### config.mk
export PLATFORM = sky130hd
export DESIGN_NAME = smst_sequencer
export DESIGN_NICKNAME = d
export VERILOG_FILES = /design/src/hdl/smst_pkg.sv /design/src/hdl/smst_run_timer.sv /design/src/hdl/smst_sequencer.sv /design/src/hdl/smst_tick_div.sv
export VERILOG_INCLUDE_DIRS = /design/src /design/src/hdl
export SDC_FILE = /design/constraint.sdc
export NUM_CORES = 1
export LEC_CHECK = 0
export BUFFER_PORTS_ARGS = -buffer_cell sky130_fd_sc_hd__buf_4
export CAP_MARGIN = 20
export CORE_AREA = 2 2 85 87
export CTS_CLUSTER_DIAMETER = 80
export DETAILED_ROUTE_END_ITERATION = 7
export DIE_AREA = 0 0 87 89
export PLACE_DENSITY = 0.81
export SYNTH_ARGS = -nofsm -noshare
export SYNTH_HDL_FRONTEND = slang
export SYNTH_SLANG_ARGS = --single-unit
### constraint.sdc
create_clock -name mclk -period 3.9 [get_ports mclk]
set_input_delay 0.39 -clock mclk [delete_from_list [all_inputs] [get_ports mclk]]
set_output_delay 0.39 -clock mclk [all_outputs]
set_load 0.01 [all_outputs]
### src/hdl/smst_regs.svh
// register map, field positions, reset values and timing constants
// assumes a 32-bit word-aligned register bus and a 4 ns system clock
`ifndef SMST_REGS_SVH
`define SMST_REGS_SVH
// byte addresses of the register words
`define SMST_ADDR_W 8
`define SMST_ADDR_CTRL 8'h00
`define SMST_ADDR_STATUS 8'h04
`define SMST_ADDR_IRQ_STAT 8'h08
`define SMST_ADDR_IRQ_MASK 8'h0C
// control word: monitor selection for the post-init analog test
`define SMST_SEL_W 3
`define SMST_SEL_CORE 0
`define SMST_SEL_IO 1
`define SMST_SEL_AUX 2
`define SMST_SEL_RST 3'h0
// status word fields
`define SMST_ST_LOGIC_PASS 0
`define SMST_ST_ANA1_PASS 1
`define SMST_ST_ANA2_PASS 2
`define SMST_ST_FAIL 3
`define SMST_ST_BUSY 4
`define SMST_ST_DONE 5
// interrupt status and mask fields
`define SMST_IRQ_W 4
`define SMST_IRQ_LOGIC_DONE 0
`define SMST_IRQ_ANA1_DONE 1
`define SMST_IRQ_ANA2_DONE 2
`define SMST_IRQ_FAIL 3
`define SMST_IRQ_RST 4'h0
// timing: clock period, tick period, test durations in microseconds
`define SMST_CLK_PERIOD_NS 4
`define SMST_TICK_NS 1000
`define SMST_TICK_CYC (`SMST_TICK_NS / `SMST_CLK_PERIOD_NS)
`define SMST_LOGIC_TYP_US 4200
`define SMST_LOGIC_MAX_US 6000
`define SMST_ANA_MIN_US 200
`define SMST_ANA_MAX_US 1200
`define SMST_MON_CNT 3
`define SMST_ANA_STEP_US ((`SMST_ANA_MAX_US - `SMST_ANA_MIN_US) / `SMST_MON_CNT)
`define SMST_DUR_W 13
`endif

### src/hdl/smst_pkg.sv
// shared types for the self-test sequencer
// assumes the constants header is included by every user
package smst_pkg;
  // sequencer states, one per test phase
  typedef enum logic [2:0] {
    ST_IDLE,
    ST_LOGIC,
    ST_ANA1,
    ST_WAIT2,
    ST_ANA2,
    ST_DONE
  } smst_state_e;
  // duration in microsecond ticks
  typedef logic [12:0] smst_dur_t;
endpackage : smst_pkg

### src/hdl/smst_run_timer.sv
// down-counter timing one self-test run in ticks
// assumes start coincides with a tick divider clear
`timescale 1ns/1ps
module smst_run_timer
  import smst_pkg::*;
(
  input wire logic mclk,
  input wire logic rst,
  input wire logic start,
  input wire smst_dur_t load,
  input wire logic tick,
  output logic busy,
  output logic done
);
  smst_dur_t cnt_reg; // ticks left in the run
  // load on start, count ticks, pulse done at zero
  always_ff @(posedge mclk)
  begin
    if (rst)
    begin
      cnt_reg <= '0;
      busy <= 1'b0;
      done <= 1'b0;
    end
    else if (start)
    begin
      cnt_reg <= load;
      busy <= 1'b1;
      done <= 1'b0;
    end
    else
    begin
      done <= 1'b0;
      if (busy && tick)
      begin
        cnt_reg <= cnt_reg - 1'b1;
        // last tick closes the run
        if (cnt_reg <= 13'h0001)
        begin
          busy <= 1'b0;
          done <= 1'b1;
        end
      end
    end
  end
endmodule : smst_run_timer

### src/hdl/smst_sequencer.sv
// self-test sequencer of the fail-safe supervisor with APB registers
// assumes fault inputs from the test engines, and that the fail-safe
// state machine outside uses the release gates driven here
//
// Functional notes
// - logic test runs after reset and wake
// - logic fail: release resets, hold fail-safe low
// - logic pass flag readable by host
// - logic test within 6.0 ms, outputs wait
// - first analog test runs after reset, wake
// - first analog monitors come from OTP
// - second test waits init close, rails up
// - analog fail: release resets, hold fail-safe
// - separate readable pass flags per analog test
// - analog coverage; first test adds fixed checks
// - host selects monitors, default zero, reset clears
// - first analog test lasts 0.2 to 1.2 ms
// - second analog test lasts 0.2 to 1.2 ms
// - fail-safe release needs all three flags
`timescale 1ns/1ps
`include "smst_regs.svh"
module smst_sequencer
  import smst_pkg::*;
#(
  parameter int TICK_CYC = `SMST_TICK_CYC,
  parameter int LOGIC_TEST_US = `SMST_LOGIC_TYP_US,
  parameter int ANA_MIN_US = `SMST_ANA_MIN_US,
  parameter int ANA_STEP_US = `SMST_ANA_STEP_US
) (
  input wire logic mclk,
  input wire logic rst,
  // apb slave
  input wire logic psel,
  input wire logic penable,
  input wire logic pwrite,
  input wire logic [`SMST_ADDR_W-1:0] paddr,
  input wire logic [31:0] pwdata,
  output logic [31:0] prdata,
  output logic pready,
  output logic pslverr,
  // fail-safe state machine side
  input wire logic wakeFromStandby,
  input wire logic safetyInitPhase,
  input wire logic initClosedGood,
  input wire logic [`SMST_SEL_W-1:0] otpFirstTestSel,
  // test engines
  input wire logic logicTestFault,
  input wire logic analogFault,
  input wire logic [`SMST_SEL_W-1:0] regStarted,
  input wire logic [`SMST_SEL_W-1:0] regAboveUv,
  output logic logicTestRun,
  output logic analogTestRun,
  output logic analogFixedChecks,
  output logic [`SMST_SEL_W-1:0] analogMonSel,
  // results
  output logic logicTestPassFlag,
  output logic startupAnalogPassFlag,
  output logic postInitAnalogPassFlag,
  output logic resetPgoodReleaseOk,
  output logic failsafeStuckLow,
  output logic failsafeReleaseOk,
  output logic irq
);

  // run length of an analog test from the number of monitors in it
  function automatic smst_dur_t analogDur(input logic [`SMST_SEL_W-1:0] sel);
    smst_dur_t n;
    n = '0;
    for (int i = 0; i < `SMST_SEL_W; i++)
    begin
      n = n + smst_dur_t'(sel[i]);
    end
    analogDur = smst_dur_t'(ANA_MIN_US) + smst_dur_t'(n * smst_dur_t'(ANA_STEP_US));
  endfunction : analogDur

  // ---- input synchronisers for analog comparator levels
  logic anaFaultMeta_reg; // first stage, read only by second
  logic anaFaultSync_reg; // usable fault level
  logic [`SMST_SEL_W-1:0] startedMeta_reg; // first stage
  logic [`SMST_SEL_W-1:0] startedSync_reg; // rails started
  logic [`SMST_SEL_W-1:0] aboveUvMeta_reg; // first stage
  logic [`SMST_SEL_W-1:0] aboveUvSync_reg; // rails above undervoltage

  // two flops on every level that comes from the analog domain
  always_ff @(posedge mclk)
  begin
    if (rst)
    begin
      anaFaultMeta_reg <= 1'b0;
      anaFaultSync_reg <= 1'b0;
      startedMeta_reg <= '0;
      startedSync_reg <= '0;
      aboveUvMeta_reg <= '0;
      aboveUvSync_reg <= '0;
    end
    else
    begin
      anaFaultMeta_reg <= analogFault;
      anaFaultSync_reg <= anaFaultMeta_reg;
      startedMeta_reg <= regStarted;
      startedSync_reg <= startedMeta_reg;
      aboveUvMeta_reg <= regAboveUv;
      aboveUvSync_reg <= aboveUvMeta_reg;
    end
  end

  // ---- registers
  logic [`SMST_SEL_W-1:0] secondSel_reg; // host monitor selection
  logic [`SMST_IRQ_W-1:0] irqStat_reg; // sticky events
  logic [`SMST_IRQ_W-1:0] irqMask_reg; // event enables
  smst_state_e state_reg; // current phase
  smst_state_e state_next; // next phase
  logic faultSeen_reg; // fault seen in the current run
  logic failLatched_reg; // any failed test since reset
  logic [`SMST_SEL_W-1:0] firstSel_reg; // otp set held for the run

  // ---- apb decode
  logic apbSetup; // first cycle of a transfer
  logic apbAccess; // second cycle, the one that takes effect
  logic hitCtrl;
  logic hitStatus;
  logic hitIrqStat;
  logic hitIrqMask;
  logic hitAny;
  logic wrCtrl;
  logic wrIrqStat;
  logic wrIrqMask;
  assign apbSetup = psel && !penable;
  assign apbAccess = psel && penable;
  assign hitCtrl = (paddr == `SMST_ADDR_CTRL);
  assign hitStatus = (paddr == `SMST_ADDR_STATUS);
  assign hitIrqStat = (paddr == `SMST_ADDR_IRQ_STAT);
  assign hitIrqMask = (paddr == `SMST_ADDR_IRQ_MASK);
  assign hitAny = hitCtrl || hitStatus || hitIrqStat || hitIrqMask;
  // zero wait states: every access completes in its first access cycle
  assign pready = 1'b1;
  // unmapped addresses answer with an error and read zero
  assign pslverr = apbAccess && !hitAny;
  assign wrCtrl = apbAccess && pwrite && hitCtrl;
  assign wrIrqStat = apbAccess && pwrite && hitIrqStat;
  assign wrIrqMask = apbAccess && pwrite && hitIrqMask;

  // ---- sequencer transitions
  logic timerDone; // run timer expired
  logic timerBusy; // run timer counting
  logic tick; // microsecond enable
  logic railsReady; // every selected rail started and above undervoltage
  logic enterLogic;
  logic enterAna1;
  logic enterAna2;
  logic startRun; // any test starts this cycle
  logic runDone; // any test finishes this cycle
  logic runFault; // fault input of the running test
  logic runFailed; // finishing test saw a fault
  smst_dur_t runLoad; // length of the starting run
  logic [`SMST_IRQ_W-1:0] irqEvent; // one-cycle events

  assign railsReady = ((secondSel_reg & ~(startedSync_reg & aboveUvSync_reg)) == '0);
  assign enterLogic = (state_reg == ST_IDLE) || wakeFromStandby;
  assign enterAna1 = (state_reg == ST_LOGIC) && timerDone && !wakeFromStandby;
  assign enterAna2 = (state_reg == ST_WAIT2) && initClosedGood && railsReady
    && !wakeFromStandby;
  assign startRun = enterLogic || enterAna1 || enterAna2;
  assign runDone = timerDone && !wakeFromStandby;
  assign runFault = (state_reg == ST_LOGIC) ? logicTestFault : anaFaultSync_reg;
  assign runFailed = runDone && (faultSeen_reg || runFault);

  assign runLoad = enterLogic ? smst_dur_t'(LOGIC_TEST_US)
    : enterAna1 ? analogDur(otpFirstTestSel) : analogDur(secondSel_reg);

  // next phase; a wake restarts the whole sequence from any phase
  always_comb
  begin
    state_next = state_reg;
    case (state_reg)
      ST_IDLE: state_next = ST_LOGIC;
      ST_LOGIC:
      begin
        if (timerDone)
        begin
          state_next = ST_ANA1;
        end
      end
      ST_ANA1:
      begin
        if (timerDone)
        begin
          state_next = ST_WAIT2;
        end
      end
      ST_WAIT2:
      begin
        if (enterAna2)
        begin
          state_next = ST_ANA2;
        end
      end
      ST_ANA2:
      begin
        if (timerDone)
        begin
          state_next = ST_DONE;
        end
      end
      ST_DONE: state_next = ST_DONE;
      default: state_next = ST_IDLE;
    endcase
    if (wakeFromStandby)
    begin
      state_next = ST_LOGIC;
    end
  end

  // phase register
  always_ff @(posedge mclk)
  begin
    if (rst)
    begin
      state_reg <= ST_IDLE;
    end
    else
    begin
      state_reg <= state_next;
    end
  end

  // tick is realigned on each start so a run never ends short
  smst_tick_div #(
    .DIV(TICK_CYC)
  ) u_tick (
    .mclk(mclk),
    .rst(rst),
    .clear(startRun),
    .tick(tick)
  );

  // one shared timer serves all three tests, which never overlap
  smst_run_timer u_timer (
    .mclk(mclk),
    .rst(rst),
    .start(startRun),
    .load(runLoad),
    .tick(tick),
    .busy(timerBusy),
    .done(timerDone)
  );

  // fault memory of the current run and the permanent fail latch
  always_ff @(posedge mclk)
  begin
    if (rst || startRun)
    begin
      faultSeen_reg <= 1'b0;
    end
    else if (timerBusy && runFault)
    begin
      faultSeen_reg <= 1'b1;
    end
  end

  always_ff @(posedge mclk)
  begin
    if (rst)
    begin
      failLatched_reg <= 1'b0;
    end
    else if (runFailed)
    begin
      failLatched_reg <= 1'b1;
    end
  end

  always_ff @(posedge mclk)
  begin
    if (rst)
    begin
      firstSel_reg <= '0;
    end
    else if (enterAna1)
    begin
      firstSel_reg <= otpFirstTestSel;
    end
  end

  // pass flags: a wake clears all three since the sequence reruns
  always_ff @(posedge mclk)
  begin
    if (rst || enterLogic)
    begin
      logicTestPassFlag <= 1'b0;
      startupAnalogPassFlag <= 1'b0;
      postInitAnalogPassFlag <= 1'b0;
    end
    else
    begin
      if (runDone && state_reg == ST_LOGIC)
      begin
        logicTestPassFlag <= !runFailed;
      end
      if (enterAna2)
      begin
        postInitAnalogPassFlag <= 1'b0;
      end
      if (runDone && state_reg == ST_ANA1)
      begin
        startupAnalogPassFlag <= !runFailed;
      end
      if (runDone && state_reg == ST_ANA2)
      begin
        postInitAnalogPassFlag <= !runFailed;
      end
    end
  end

  // test engine controls, registered from the next phase
  always_ff @(posedge mclk)
  begin
    if (rst)
    begin
      logicTestRun <= 1'b0;
      analogTestRun <= 1'b0;
      analogFixedChecks <= 1'b0;
      analogMonSel <= '0;
    end
    else
    begin
      logicTestRun <= (state_next == ST_LOGIC);
      analogTestRun <= (state_next == ST_ANA1) || (state_next == ST_ANA2);
      analogFixedChecks <= (state_next == ST_ANA1);
      analogMonSel <= (state_next == ST_ANA1) ? (enterAna1 ? otpFirstTestSel : firstSel_reg)
        : (state_next == ST_ANA2) ? secondSel_reg : '0;
    end
  end

  // release gates toward the fail-safe state machine
  always_ff @(posedge mclk)
  begin
    if (rst)
    begin
      resetPgoodReleaseOk <= 1'b0;
      failsafeStuckLow <= 1'b0;
      failsafeReleaseOk <= 1'b0;
    end
    else
    begin
      resetPgoodReleaseOk <= (state_next == ST_WAIT2) || (state_next == ST_ANA2)
        || (state_next == ST_DONE);
      failsafeStuckLow <= failLatched_reg || runFailed;
      // all flags gate release
      // a restart drops release at once, on the same edge as the flags it clears
      failsafeReleaseOk <= logicTestPassFlag && startupAnalogPassFlag
        && postInitAnalogPassFlag && !failLatched_reg && !runFailed && !enterLogic;
    end
  end

  // host selection, reset clears
  // writes only count while the safety init phase is open
  always_ff @(posedge mclk)
  begin
    if (rst)
    begin
      secondSel_reg <= `SMST_SEL_RST;
    end
    else if (wrCtrl && safetyInitPhase)
    begin
      secondSel_reg <= pwdata[`SMST_SEL_W-1:0];
    end
  end

  // events for the interrupt status
  assign irqEvent[`SMST_IRQ_LOGIC_DONE] = runDone && (state_reg == ST_LOGIC);
  assign irqEvent[`SMST_IRQ_ANA1_DONE] = runDone && (state_reg == ST_ANA1);
  assign irqEvent[`SMST_IRQ_ANA2_DONE] = runDone && (state_reg == ST_ANA2);
  assign irqEvent[`SMST_IRQ_FAIL] = runFailed;

  // sticky status, write one to clear; a new event wins over the clear
  always_ff @(posedge mclk)
  begin
    if (rst)
    begin
      irqStat_reg <= `SMST_IRQ_RST;
    end
    else
    begin
      irqStat_reg <= (irqStat_reg & ~(wrIrqStat ? pwdata[`SMST_IRQ_W-1:0] : '0)) | irqEvent;
    end
  end

  // interrupt mask
  always_ff @(posedge mclk)
  begin
    if (rst)
    begin
      irqMask_reg <= `SMST_IRQ_RST;
    end
    else if (wrIrqMask)
    begin
      irqMask_reg <= pwdata[`SMST_IRQ_W-1:0];
    end
  end

  // level interrupt while any enabled event is pending
  assign irq = |(irqStat_reg & irqMask_reg);

  // read data, captured in the setup cycle and held through access
  logic [31:0] statusWord; // live status view
  logic [31:0] readMux; // selected register
  assign statusWord = {26'h0000000,
    (state_reg == ST_DONE),
    timerBusy,
    failLatched_reg,
    postInitAnalogPassFlag,
    startupAnalogPassFlag,
    logicTestPassFlag};
  assign readMux = hitCtrl ? {29'h00000000, secondSel_reg}
    : hitStatus ? statusWord
    : hitIrqStat ? {28'h0000000, irqStat_reg}
    : hitIrqMask ? {28'h0000000, irqMask_reg} : 32'h00000000;

  // read data register
  always_ff @(posedge mclk)
  begin
    if (rst)
    begin
      prdata <= 32'h00000000;
    end
    else if (apbSetup)
    begin
      prdata <= pwrite ? 32'h00000000 : readMux;
    end
  end

endmodule : smst_sequencer

### src/hdl/smst_tick_div.sv
// divider making a one-cycle microsecond tick enable
// assumes a single clock; clear realigns the tick to a test start
`timescale 1ns/1ps
module smst_tick_div #(
  parameter int DIV = 250
) (
  input wire logic mclk,
  input wire logic rst,
  input wire logic clear,
  output logic tick
);
  localparam int CW = $clog2(DIV);
  logic [CW-1:0] cnt_reg; // cycles within the current tick
  logic wrap; // last cycle of the tick period
  assign wrap = (cnt_reg == CW'(DIV - 1));
  // count cycles, pulse tick once per period
  always_ff @(posedge mclk)
  begin
    if (rst || clear)
    begin
      cnt_reg <= '0;
      tick <= 1'b0;
    end
    else
    begin
      cnt_reg <= wrap ? '0 : cnt_reg + 1'b1;
      tick <= wrap;
    end
  end
endmodule : smst_tick_div

# == Word level (Yosys, flattened, before mapping) ==
# Index checks and enable logic that the tools add are counted.
# op_classes
addsub,8
multipliers,2
n_lt_le_gt_ge,1
n_eq_ne,14
muxes,26
bitwise_logic,8
n_reduce_logical,54
# op_table
op,count
$mux 13,4
$add 8x12->13 const A,2
$logic_and 1x1->1,25
$mul 3x9->12 const B,2
$mux 3,8
$mux 6,3
$pmux 3 s6,1
$eq 8x4->1 const B,2
$le 13x1->1 const B,1
$logic_or 1x1->1,13
$sub 13x1->13 const B,1
$eq 3x2->1 const B,4
$eq 3x3->1 const B,4
$mux 4,3
$add 8x1->8 const B,1
$and 4x4->4,2
$eq 8x3->1 const B,1
$eq 8x8->1 const B,1
$logic_not 8->1,1
$mux 1,7
$add 2x1->3,2
$and 3x3->3,2
$eq 3x1->1 const B,2
$logic_not 1->1,6
other kinds (11),15
# word_totals
register_bits,101
input_bits,59
out_inout_bits,47

# == Depth between registers and ports, before layout ==
# Gate-level depths: netlist of the first run.
# logic_depth
word_depth,12
ltp_mapped,8

# == Hierarchy ==
# From an unflattened synthesis of the first run, not the netlist that was laid out.
# unflattened
hier_cells,440
hier_area_um2,3922.5
# modules_own_cells
mod,n_inst,cells_each,area_each_um2,seq_area_each_um2
smst_sequencer,1,294,2610.0,1021.0
smst_run_timer,1,96,875.8,300.3
smst_tick_div,1,50,436.7,180.2

# == Worst setup path after synthesis of the first run ==
# Ideal clock, no wire load.
# synth_path
path_type,input port to flip-flop
from,in paddr[5]
to,reg secondSel_reg[0]
setup_ns,0.128
arrival_ns,1.930
slack_ns,1.842
cell_stages,6
path_buffers,1
path_cell_list,or4_4 -> or2_4 -> or4_1 -> buf_2 -> mux2i_1 -> nor2_1
# synth_between
elab_chain_len,3
# synth_rtl
item,line,text
"start, declared",smst_sequencer.sv:36,"input wire logic [`SMST_ADDR_W-1:0] paddr,"
$logic_not 8->1 (no line),-,
$logic_and 1x1->1,smst_sequencer.sv:139,assign wrCtrl = apbAccess && pwrite && hitCtrl;
$logic_and 1x1->1,smst_sequencer.sv:364,else if (wrCtrl && safetyInitPhase)
"end signal, assigned",smst_sequencer.sv:362,secondSel_reg <= `SMST_SEL_RST;
"end signal, assigned",smst_sequencer.sv:366,secondSel_reg <= pwdata[`SMST_SEL_W-1:0];
"end, declared",smst_sequencer.sv:108,logic [`SMST_SEL_W-1:0] secondSel_reg;
# No other way between the ends.
# A chain may end at the register's enable or synchronous reset.

# == Final worst setup path of the first run ==
# layout_path
from,reg state_reg[0]
to,reg u_timer.cnt_reg[7]
# layout_between
elab_chain_len,6
word_cells_on_any_way,15
# layout_rtl
item,line,text
"start, declared",smst_sequencer.sv:111,smst_state_e state_reg;
"start signal, assigned",smst_sequencer.sv:223,state_reg <= state_next;
$eq 3x1->1 or $eq 3x2->1 (tied branches),"smst_sequencer.sv:160, smst_sequencer.sv:161",
$logic_and 1x1->1 (on tied branches) (2 in series),"smst_sequencer.sv:160, smst_sequencer.sv:161",
"$mux 13, or another cell as far along",smst_sequencer.sv:169,: enterAna1 ? analogDur(otpFirstTestSel) : analogDur(secondSel_reg);
$mux 13 or $logic_or 1x1->1 (tied branches),"smst_sequencer.sv:168, smst_sequencer.sv:163",
$mux 13 or $reduce_bool 2->1 (tied branches),-,
"end signal, assigned",smst_run_timer.sv:27,cnt_reg <= load;
"end signal, assigned",smst_run_timer.sv:36,cnt_reg <= cnt_reg - 1'b1;
"end, declared",smst_run_timer.sv:15,smst_dur_t cnt_reg;
# Parallel ways exist; a longest one is shown, timed or not.

==> results of run 1 <==
-- power groups by stage --
| stage | clock network, mW | logic (mW) | registers [mW] |
|---|---|---|---|
| 5_1_grt | 0.764 | 0.157 | 0.799 |
| 2_1_floorplan | 0 | 0.111 | 0.810 |
| 6_report | 0.724 | 0.141 | 0.796 |
| 3_3_place_gp | 0 | 0.134 | 0.813 |
| 4_1_cts | 0.733 | 0.139 | 0.796 |
| 3_5_place_dp | 0 | 0.137 | 0.814 |
-- critical path, cell delays in order, from the launching register on --
cell	delay (ps)
dfxtp_1	590
nand4bb_1	480
nor2_1	770
mux2i_1	310
a21oi_1	60
a311oi_1	240
-- per-layer routing --
layer | track usage [%] | vias to the layer above | wire, um
met5 | 0 | - | 0
met4 | 8.66 | 0 | 113
met3 | 4.06 | 14 | 594
met2 | 35.7 | 156 | 3890
met1 | 31.6 | 1484 | 3790
li1 | - | 1529 | -
-- worst min-delay path by stage --
stage                             from            endpoint  slack, ps  depth (start not counted)
floorplan           aboveUvMeta_reg[0]  aboveUvSync_reg[0]        410                          1
global placement    aboveUvMeta_reg[0]  aboveUvSync_reg[0]        420                          1
detailed placement  aboveUvMeta_reg[0]  aboveUvSync_reg[0]        420                          1
CTS                      regStarted[0]  startedMeta_reg[0]        250                          2
global route             regStarted[0]  startedMeta_reg[0]        260                          2
finish                   regStarted[0]  startedMeta_reg[0]        260                          2
-- logic make-up after synthesis --
kind of cell	after synthesis	share of synthesized area, %
AO/OA/AOI/OAI	75	13.5
flip-flops	75	40.9
multiplexers	15	4.12
XOR/XNOR	11	2.62
buffers and inverters	58	8.83
AND/OR/NAND/NOR	178	25.3
other	2	0.205
adder cells (fa/ha/maj)	12	4.50
-- cell usage in the layout, fill, tap and decap left out, types with 3 or more instances in the layout --
cell type  instances
nor2b_1           18
nand2b_1           5
nand3_1           14
buf_4             51
and3_1             5
nor3_1            17
o21ai_0            7
xnor2_1            5
inv_1             11
nor4_1             8
o2111ai_1          4
nand4_1            4
bufinv_16          3
dfxtp_1           75
xor2_1             6
clkbuf_8           9
or2_2              4
mux2i_1           14
conb_1            27
ha_1              10
a21boi_0           3
o2bb2ai_1          4
a21oi_1           29
or3_1              5
nand2_1           33
nor2_1            45
a211oi_1           7
-- final cells by class --
class,count,area [um^2],share of cell area (%)
clock buffer,10,128,3.03
clock inverter,6,113,2.68
inverter,12,45.0,1.07
multi-input combinational,318,1940,46.1
sequential,75,1500,35.7
tap,80,100,2.38
timing repair buffer,51,383,9.10
==> impl_metrics.toml, run 1 <==
[outcome]
outcome = "finished, final reports clean"

[critical_path]
path_max_fanout = 13
crit_end = "u_timer.cnt_reg[7]"
rrSetupSlack_ps = 1350
startpoint = "state_reg[0]"
rr_startpoint = "state_reg[0]"
r2r-end = "u_timer.cnt_reg[7]"
reg2regPathDepth = 5
critPathArrivalTime_ps = 2800
startpoint_type = "register"
path_class = "reg -> reg"
crit_required_ps = 4150
worstSetupEndpointType = "register"

[logic_synthesis]
synth_edf_count = 0
yosys_warnings = 0
synth_commonest_cells = "dfxtp_1 (75), nor2_1 (45), nand2_1 (33), a21oi_1 (29), buf_4 (27)"
synth_area_um2 = 3670
synth_cell_types = 62
ys_seq_area_share_pct = 40.9
synthTopCellsByArea = "dfxtp_1 (41%), buf_4 (5.5%), nor2_1 (4.6%)"
yosys.cell_count.top_type = "dfxtp_1"
synthArstFlopShare_pct = 0
ys.flop_type = "dfxtp_1"
yosys.area.top_type = "dfxtp_1"
synth_top_area_share_pct = 40.9
ys_ff_latch = 75
synthCells = 426
syn_area_per_cell_um2 = 8.62

[final_layout]
final_core_util_pct = 62.6
final_area_um2 = 4210
largest_register_ffs = 13
fill_cells = 565
nNetsFinal = 538
area_growth_pct = 14.7
layout-drive-gt1-share_pct = 16.5
fin_cells = 552
antenna_cells = 0

[clocking]
clock_latency_ps = 340
cts_hold_buf = 0
htree_levels = 3
cts_buffers = 9
cts.clk_slew.worst_paths_ps = 80
cts.path.max_buffers = 2
cts_tree = "yes"
cts_setup_buffers = 0
postCtsResizedCells = 0
cts-root-buf = "clkbuf_8"
cts.sinks = 75

[placement]
gp_congestion = 0.880
hpwlAfterDp_um = 5800
placedInstanceArea_um2 = 3970
io_buffer_count = 50
dp.cells = 536
dp_slack_ps = 1410

[grt]
grt_pass1_wl_um = 14000
overflow = 0
grt_max_degree = 54
grt_pass1_vias = 2953
grtUsageTotal_pct = 22.8
antenna_found_initial = 0

[detailed_routing]
drt_iter0_drc = 314
drc_errors = 0
vias = 3183
wl_per_cell_um = 15.2
ant_nets = 0
routed_wl_um = 8390
viasPerCell = 5.77
dr.pass1.iters = 5

[timing]
finalSetupViolations = 0
clock_skew_ps = 7.94
setup-tns-final_ps = 0
hold_slack_ps = 257
fmax_mhz = 393
final_max_slew_viol_count = 0
tightest_slew_ps = 808
fin_crit_sh_pct = 65.3
fin_crit_ps = 2550
max-slew-margin-rel_pct = 45.7
finalHoldViolations = 0
fin_ws_ps = 1350
rsz0062_at_grt = "no"

[power]
p_int_mw = 1.27
p_total_mw = 1.66
p_sw_mw = 0.394
ir_worst_vdd_mv = 0.294
p_leak_nw = 1.73
power_frac_comb_pct = 8.5
sw_frac_of_total_pct = 23.7
clkPwrFrac_pct = 43.6
power_density_nw_per_um2 = 395
seqPwrFrac_pct = 47.9

[run]
cap_violations = 0

[die]
io_pins = 106
core_area_um2 = 6720
chipHeight_um = 89
fp.dieArea_um2 = 7740
dieWidth_um = 87
start_util_pct = 54.6
row_count = 30

[hold_path]
hp-class = "in -> reg"
(Power assumes the default switching activity.)
==> run 2: changes to the inputs <==
--- a/config.mk
+++ b/config.mk
@@ -8,11 +8,11 @@
 export LEC_CHECK = 0
 export BUFFER_PORTS_ARGS = -buffer_cell sky130_fd_sc_hd__buf_4
 export CAP_MARGIN = 20
-export CORE_AREA = 2 2 85 87
+export CORE_AREA = 2 2 88 90
 export CTS_CLUSTER_DIAMETER = 80
 export DETAILED_ROUTE_END_ITERATION = 7
-export DIE_AREA = 0 0 87 89
-export PLACE_DENSITY = 0.81
+export DIE_AREA = 0 0 90 92
+export PLACE_DENSITY = 0.76
 export SYNTH_ARGS = -nofsm -noshare
 export SYNTH_HDL_FRONTEND = slang
 export SYNTH_SLANG_ARGS = --single-unit
==> constraint.sdc (replaced) <==
create_clock -name mclk -period 2.4 [get_ports mclk]
set_input_delay 0.24 -clock mclk [delete_from_list [all_inputs] [get_ports mclk]]
set_output_delay 0.24 -clock mclk [all_outputs]
set_load 0.01 [all_outputs]
==> impl_metrics.toml, run 2 (synthesis results as in run 1) <==
[critical_path]
worstSetupEndpointType = "register"
path_cells = "nor2b_1, nand2_1, o21ai_1, buf_4, o32ai_1, o311a_1"
critPathArrivalTime_ps = 2360
path_class = "reg -> reg"
startpoint_type = "register"
path_max_fanout = 13
crit_path_top_delay_cell = "dfxtp_1"
cp_slowest_stage_delay_ps = 530
critPathBufInv = 1
path_delay_family = "compound AO/OA/AOI/OAI gates"
crit_required_ps = 2630

[detailed_routing]
vias = 3102
ant_nets = 0
routed_wl_um = 8070
drt_iter0_drc = 285
wl_per_cell_um = 13.9
dr.pass1.iters = 4
drc_errors = 0
viasPerCell = 5.33

[grt]
grtUsageTotal_pct = 19.7
overflow = 0
antenna_found_initial = 0
grt_max_degree = 40
grt_pass1_vias = 2811
grt_pass1_wl_um = 13200

[placement]
gp_congestion = 0.902
placedInstanceArea_um2 = 4060
hpwlAfterDp_um = 5930
io_buffer_count = 50

[clocking]
cts-root-buf = "clkbuf_8"
clock_latency_ps = 340
postCtsResizedCells = 0
cts_setup_buffers = 0
cts_tree = "yes"
cts.clk_slew.worst_paths_ps = 80
cts.path.max_buffers = 2
cts.sinks = 75
cts_hold_buf = 0
htree_levels = 3
cts_buffers = 9

[timing]
final_max_slew_viol_count = 0
fin_crit_sh_pct = 89.0
hold_slack_ps = 104
setup-tns-final_ps = 0
fmax_mhz = 468
clock_skew_ps = 10.0
finalHoldViolations = 0
finalSetupViolations = 0
tightest_slew_ps = 546
fin_crit_ps = 2140
rsz0062_at_grt = "no"
max-slew-margin-rel_pct = 63.3

[power]
p_leak_nw = 1.73
power_density_nw_per_um2 = 557
ir_worst_vdd_mv = 0.388

[die]
chipHeight_um = 92
row_count = 32
fp.dieArea_um2 = 8280
start_util_pct = 49.3
io_pins = 106
core_area_um2 = 7450
dieWidth_um = 90

[final_layout]
largest_register_ffs = 13
final_cell_mix = "dfxtp_1 (75), buf_4 (59), nor2_1 (45)"
nNetsFinal = 546
final_common_cell = "dfxtp_1"
antenna_cells = 0
final_area_um2 = 4220
layout-drive-gt1-share_pct = 17.7
area_growth_pct = 14.9

[hold_path]
hp-class = "in -> reg"

[run]
cap_violations = 0

[outcome]
outcome = "finished, final reports clean"
## run 2: cell type report
cell class	instances	area, um^2
Fill cell	681	3230
Multi-Input combinational cell	318	1940
Sequential cell	75	1500
Timing Repair Buffer	59	443
Clock buffer	11	131
Tap cell	102	128
Inverter	12	45.0
Clock inverter	5	30.0
## run 2: layer usage
| metal | vias up | global-route usage (%) | wire length, um | share of wire (%) |
|---|---|---|---|---|
| met4 | 0 | 7.44 | 164 | 2.0 |
| met3 | 18 | 3.86 | 484 | 6.0 |
| met1 | 1426 | 25.0 | 3580 | 44 |
| met5 | - | 0 | 0 | 0 |
| li1 | 1549 | - | - | - |
| met2 | 109 | 33.1 | 3840 | 48 |
## run 2: where the power goes
| part | switching, mW | total (mW) | leakage [nW] | internal [mW] |
|---|---|---|---|---|
| clock | 0.457 | 0.827 | 0.0791 | 0.371 |
| sequential | 0.0227 | 1.29 | 0.610 | 1.27 |
| combinational | 0.134 | 0.228 | 1.04 | 0.0947 |
| total | 0.613 | 2.35 | 1.73 | 1.74 |
## run 2: path summary, 6_finish.rpt
| check | startpoint | end | slack (ps) | cells after the start |
|---|---|---|---|---|
| worst max-delay path | state_reg[1] | u_timer.cnt_reg[4] | 260 | 6 |
| worst min-delay path | regStarted[2] | startedMeta_reg[2] | 100 | 2 |
| worst max register to register | state_reg[1] | u_timer.cnt_reg[4] | 260 | 6 |
| worst min register to register | aboveUvMeta_reg[0] | aboveUvSync_reg[0] | 440 | 1 |
## run 2: per-stage QoR
step	utilization (%)	total power, mW	setup WS (ps)	cells
floorplan	-	1.50	492	451
global placement	54.5	1.54	291	566
detailed placement	54.5	1.55	263	566
CTS	56.6	2.36	304	582
global route	56.6	2.45	70.7	582
finish	56.6	2.35	265	582
==> run 3: changes to the inputs <==
--- a/config.mk
+++ b/config.mk
@@ -7,8 +7,8 @@
 export NUM_CORES = 1
 export LEC_CHECK = 0
 export BUFFER_PORTS_ARGS = -buffer_cell sky130_fd_sc_hd__buf_4
-export CAP_MARGIN = 20
 export CORE_AREA = 2 2 88 90
+export CTS_BUF_LIST = sky130_fd_sc_hd__clkbuf_16
 export CTS_CLUSTER_DIAMETER = 80
 export DETAILED_ROUTE_END_ITERATION = 7
 export DIE_AREA = 0 0 90 92
==> impl_metrics.toml, run 3 (synthesis results as in run 1) <==
[power]
power_density_nw_per_um2 = 626
p_leak_nw = 1.79
ir_worst_vdd_mv = 0.536

[clocking]
cts_hold_buf = 0
postCtsResizedCells = 0
cts_buffers = 9
clock_latency_ps = 320
cts_setup_buffers = 0
cts_tree = "yes"
cts.sinks = 75
htree_levels = 3
cts.clk_slew.worst_paths_ps = 60
cts-root-buf = "clkbuf_16"
cts.path.max_buffers = 2

[timing]
max-slew-margin-rel_pct = 63.2
finalSetupViolations = 0
finalHoldViolations = 0
fin_crit_sh_pct = 88.9
tightest_slew_ps = 547
rsz0062_at_grt = "no"
setup-tns-final_ps = 0
fin_crit_ps = 2130
fmax_mhz = 469
clock_skew_ps = 7.36
final_max_slew_viol_count = 0

[die]
start_util_pct = 49.3
io_pins = 106
core_area_um2 = 7450
chipHeight_um = 92
row_count = 32
dieWidth_um = 90
fp.dieArea_um2 = 8280

[final_layout]
largest_register_ffs = 13
area_growth_pct = 17.7
nNetsFinal = 546
antenna_cells = 0
fin_cells = 582
layout-drive-gt1-share_pct = 17.7
final_common_cell = "dfxtp_1"
final_cell_mix = "dfxtp_1 (75), buf_4 (59), nor2_1 (45)"

[hold_path]
min_to = "startedMeta_reg[2]"
hp-class = "in -> reg"
hp-start = "regStarted[2]"
min_path_cells = 2

[placement]
hpwlAfterDp_um = 5930
io_buffer_count = 50
dp.cells = 566
gp_congestion = 0.902

[run]
cap_violations = 0

[detailed_routing]
vias = 3137
routed_wl_um = 8200
ant_nets = 0
wl_per_cell_um = 14.1
viasPerCell = 5.39
dr.pass1.iters = 5
drt_iter0_drc = 217
drc_errors = 0

[grt]
grt_pass1_wl_um = 13500
grt_max_degree = 40
grt_pass1_vias = 2879
grtUsageTotal_pct = 20.2
antenna_found_initial = 0
overflow = 0

[critical_path]
rr_startpoint = "state_reg[1]"
path_max_fanout = 13
rrSetupSlack_ps = 270
reg2regPathDepth = 6
critPathArrivalTime_ps = 2340
crit_required_ps = 2600
worstSetupEndpointType = "register"
startpoint = "state_reg[1]"
startpoint_type = "register"
path_class = "reg -> reg"
r2r-end = "u_timer.cnt_reg[4]"

[outcome]
outcome = "finished, final reports clean"
run 3: area by class of cell:
| cell class | instances | area [um^2] |
|---|---|---|
| fillers | 663 | 3130 |
| multi-input cells | 318 | 1940 |
| flip-flops and latches | 75 | 1500 |
| repair buffers | 59 | 443 |
| clock buffers | 9 | 225 |
| well taps | 102 | 128 |
| inverters | 12 | 45.0 |
| clock inverters | 7 | 37.5 |
run 3: routing by layer:
| layer | up-vias | GRT usage, % | share of wire [%] |
|---|---|---|---|
| met2 | 125 | 33.6 | 49 |
| met5 | - | 0 | 0 |
| met3 | 10 | 3.53 | 5.9 |
| li1 | 1541 | - | - |
| met1 | 1461 | 26.3 | 44 |
| met4 | 0 | 7.69 | 1.3 |
run 3: stage by stage:
step	cell area (um^2)	hold WS, ps	util [%]	total power, mW	worst slack (ps)
2_1_floorplan	3760	368	-	1.50	492
3_3_place_gp	4060	422	54.5	1.54	291
3_5_place_dp	4060	420	54.5	1.55	263
4_1_cts	4320	116	58.0	2.72	309
5_1_grt	4320	120	58.0	2.82	74.8
6_report	4320	123	58.0	2.71	267
run 3: report_power, final:
part	total, mW	leakage [nW]	internal [mW]	switching [mW]
registers	1.30	0.610	1.27	0.0230
clock network	1.18	0.134	0.686	0.494
logic	0.230	1.04	0.0950	0.135
total	2.71	1.79	2.05	0.652
run 3: how the worst max path moves through the flow:
stage | end | slack (ps) | cells past startpoint
final | u_timer.cnt_reg[4] | 270 | 6
after global routing | u_timer.cnt_reg[1] | 70 | 6
after CTS | u_timer.cnt_reg[1] | 310 | 6
after detailed placement | u_timer.cnt_reg[6] | 260 | 7
after global placement | u_timer.cnt_reg[4] | 290 | 6
after floorplan | secondSel_reg[0] | 490 | 6
run 3: critical path, stage by stage, from the launching register on:
cell	delay [ps]
dfxtp_1	530
nor2b_1	380
nand2_1	150
o21ai_1	430
buf_4	270
o32ai_1	110
o311a_1	140
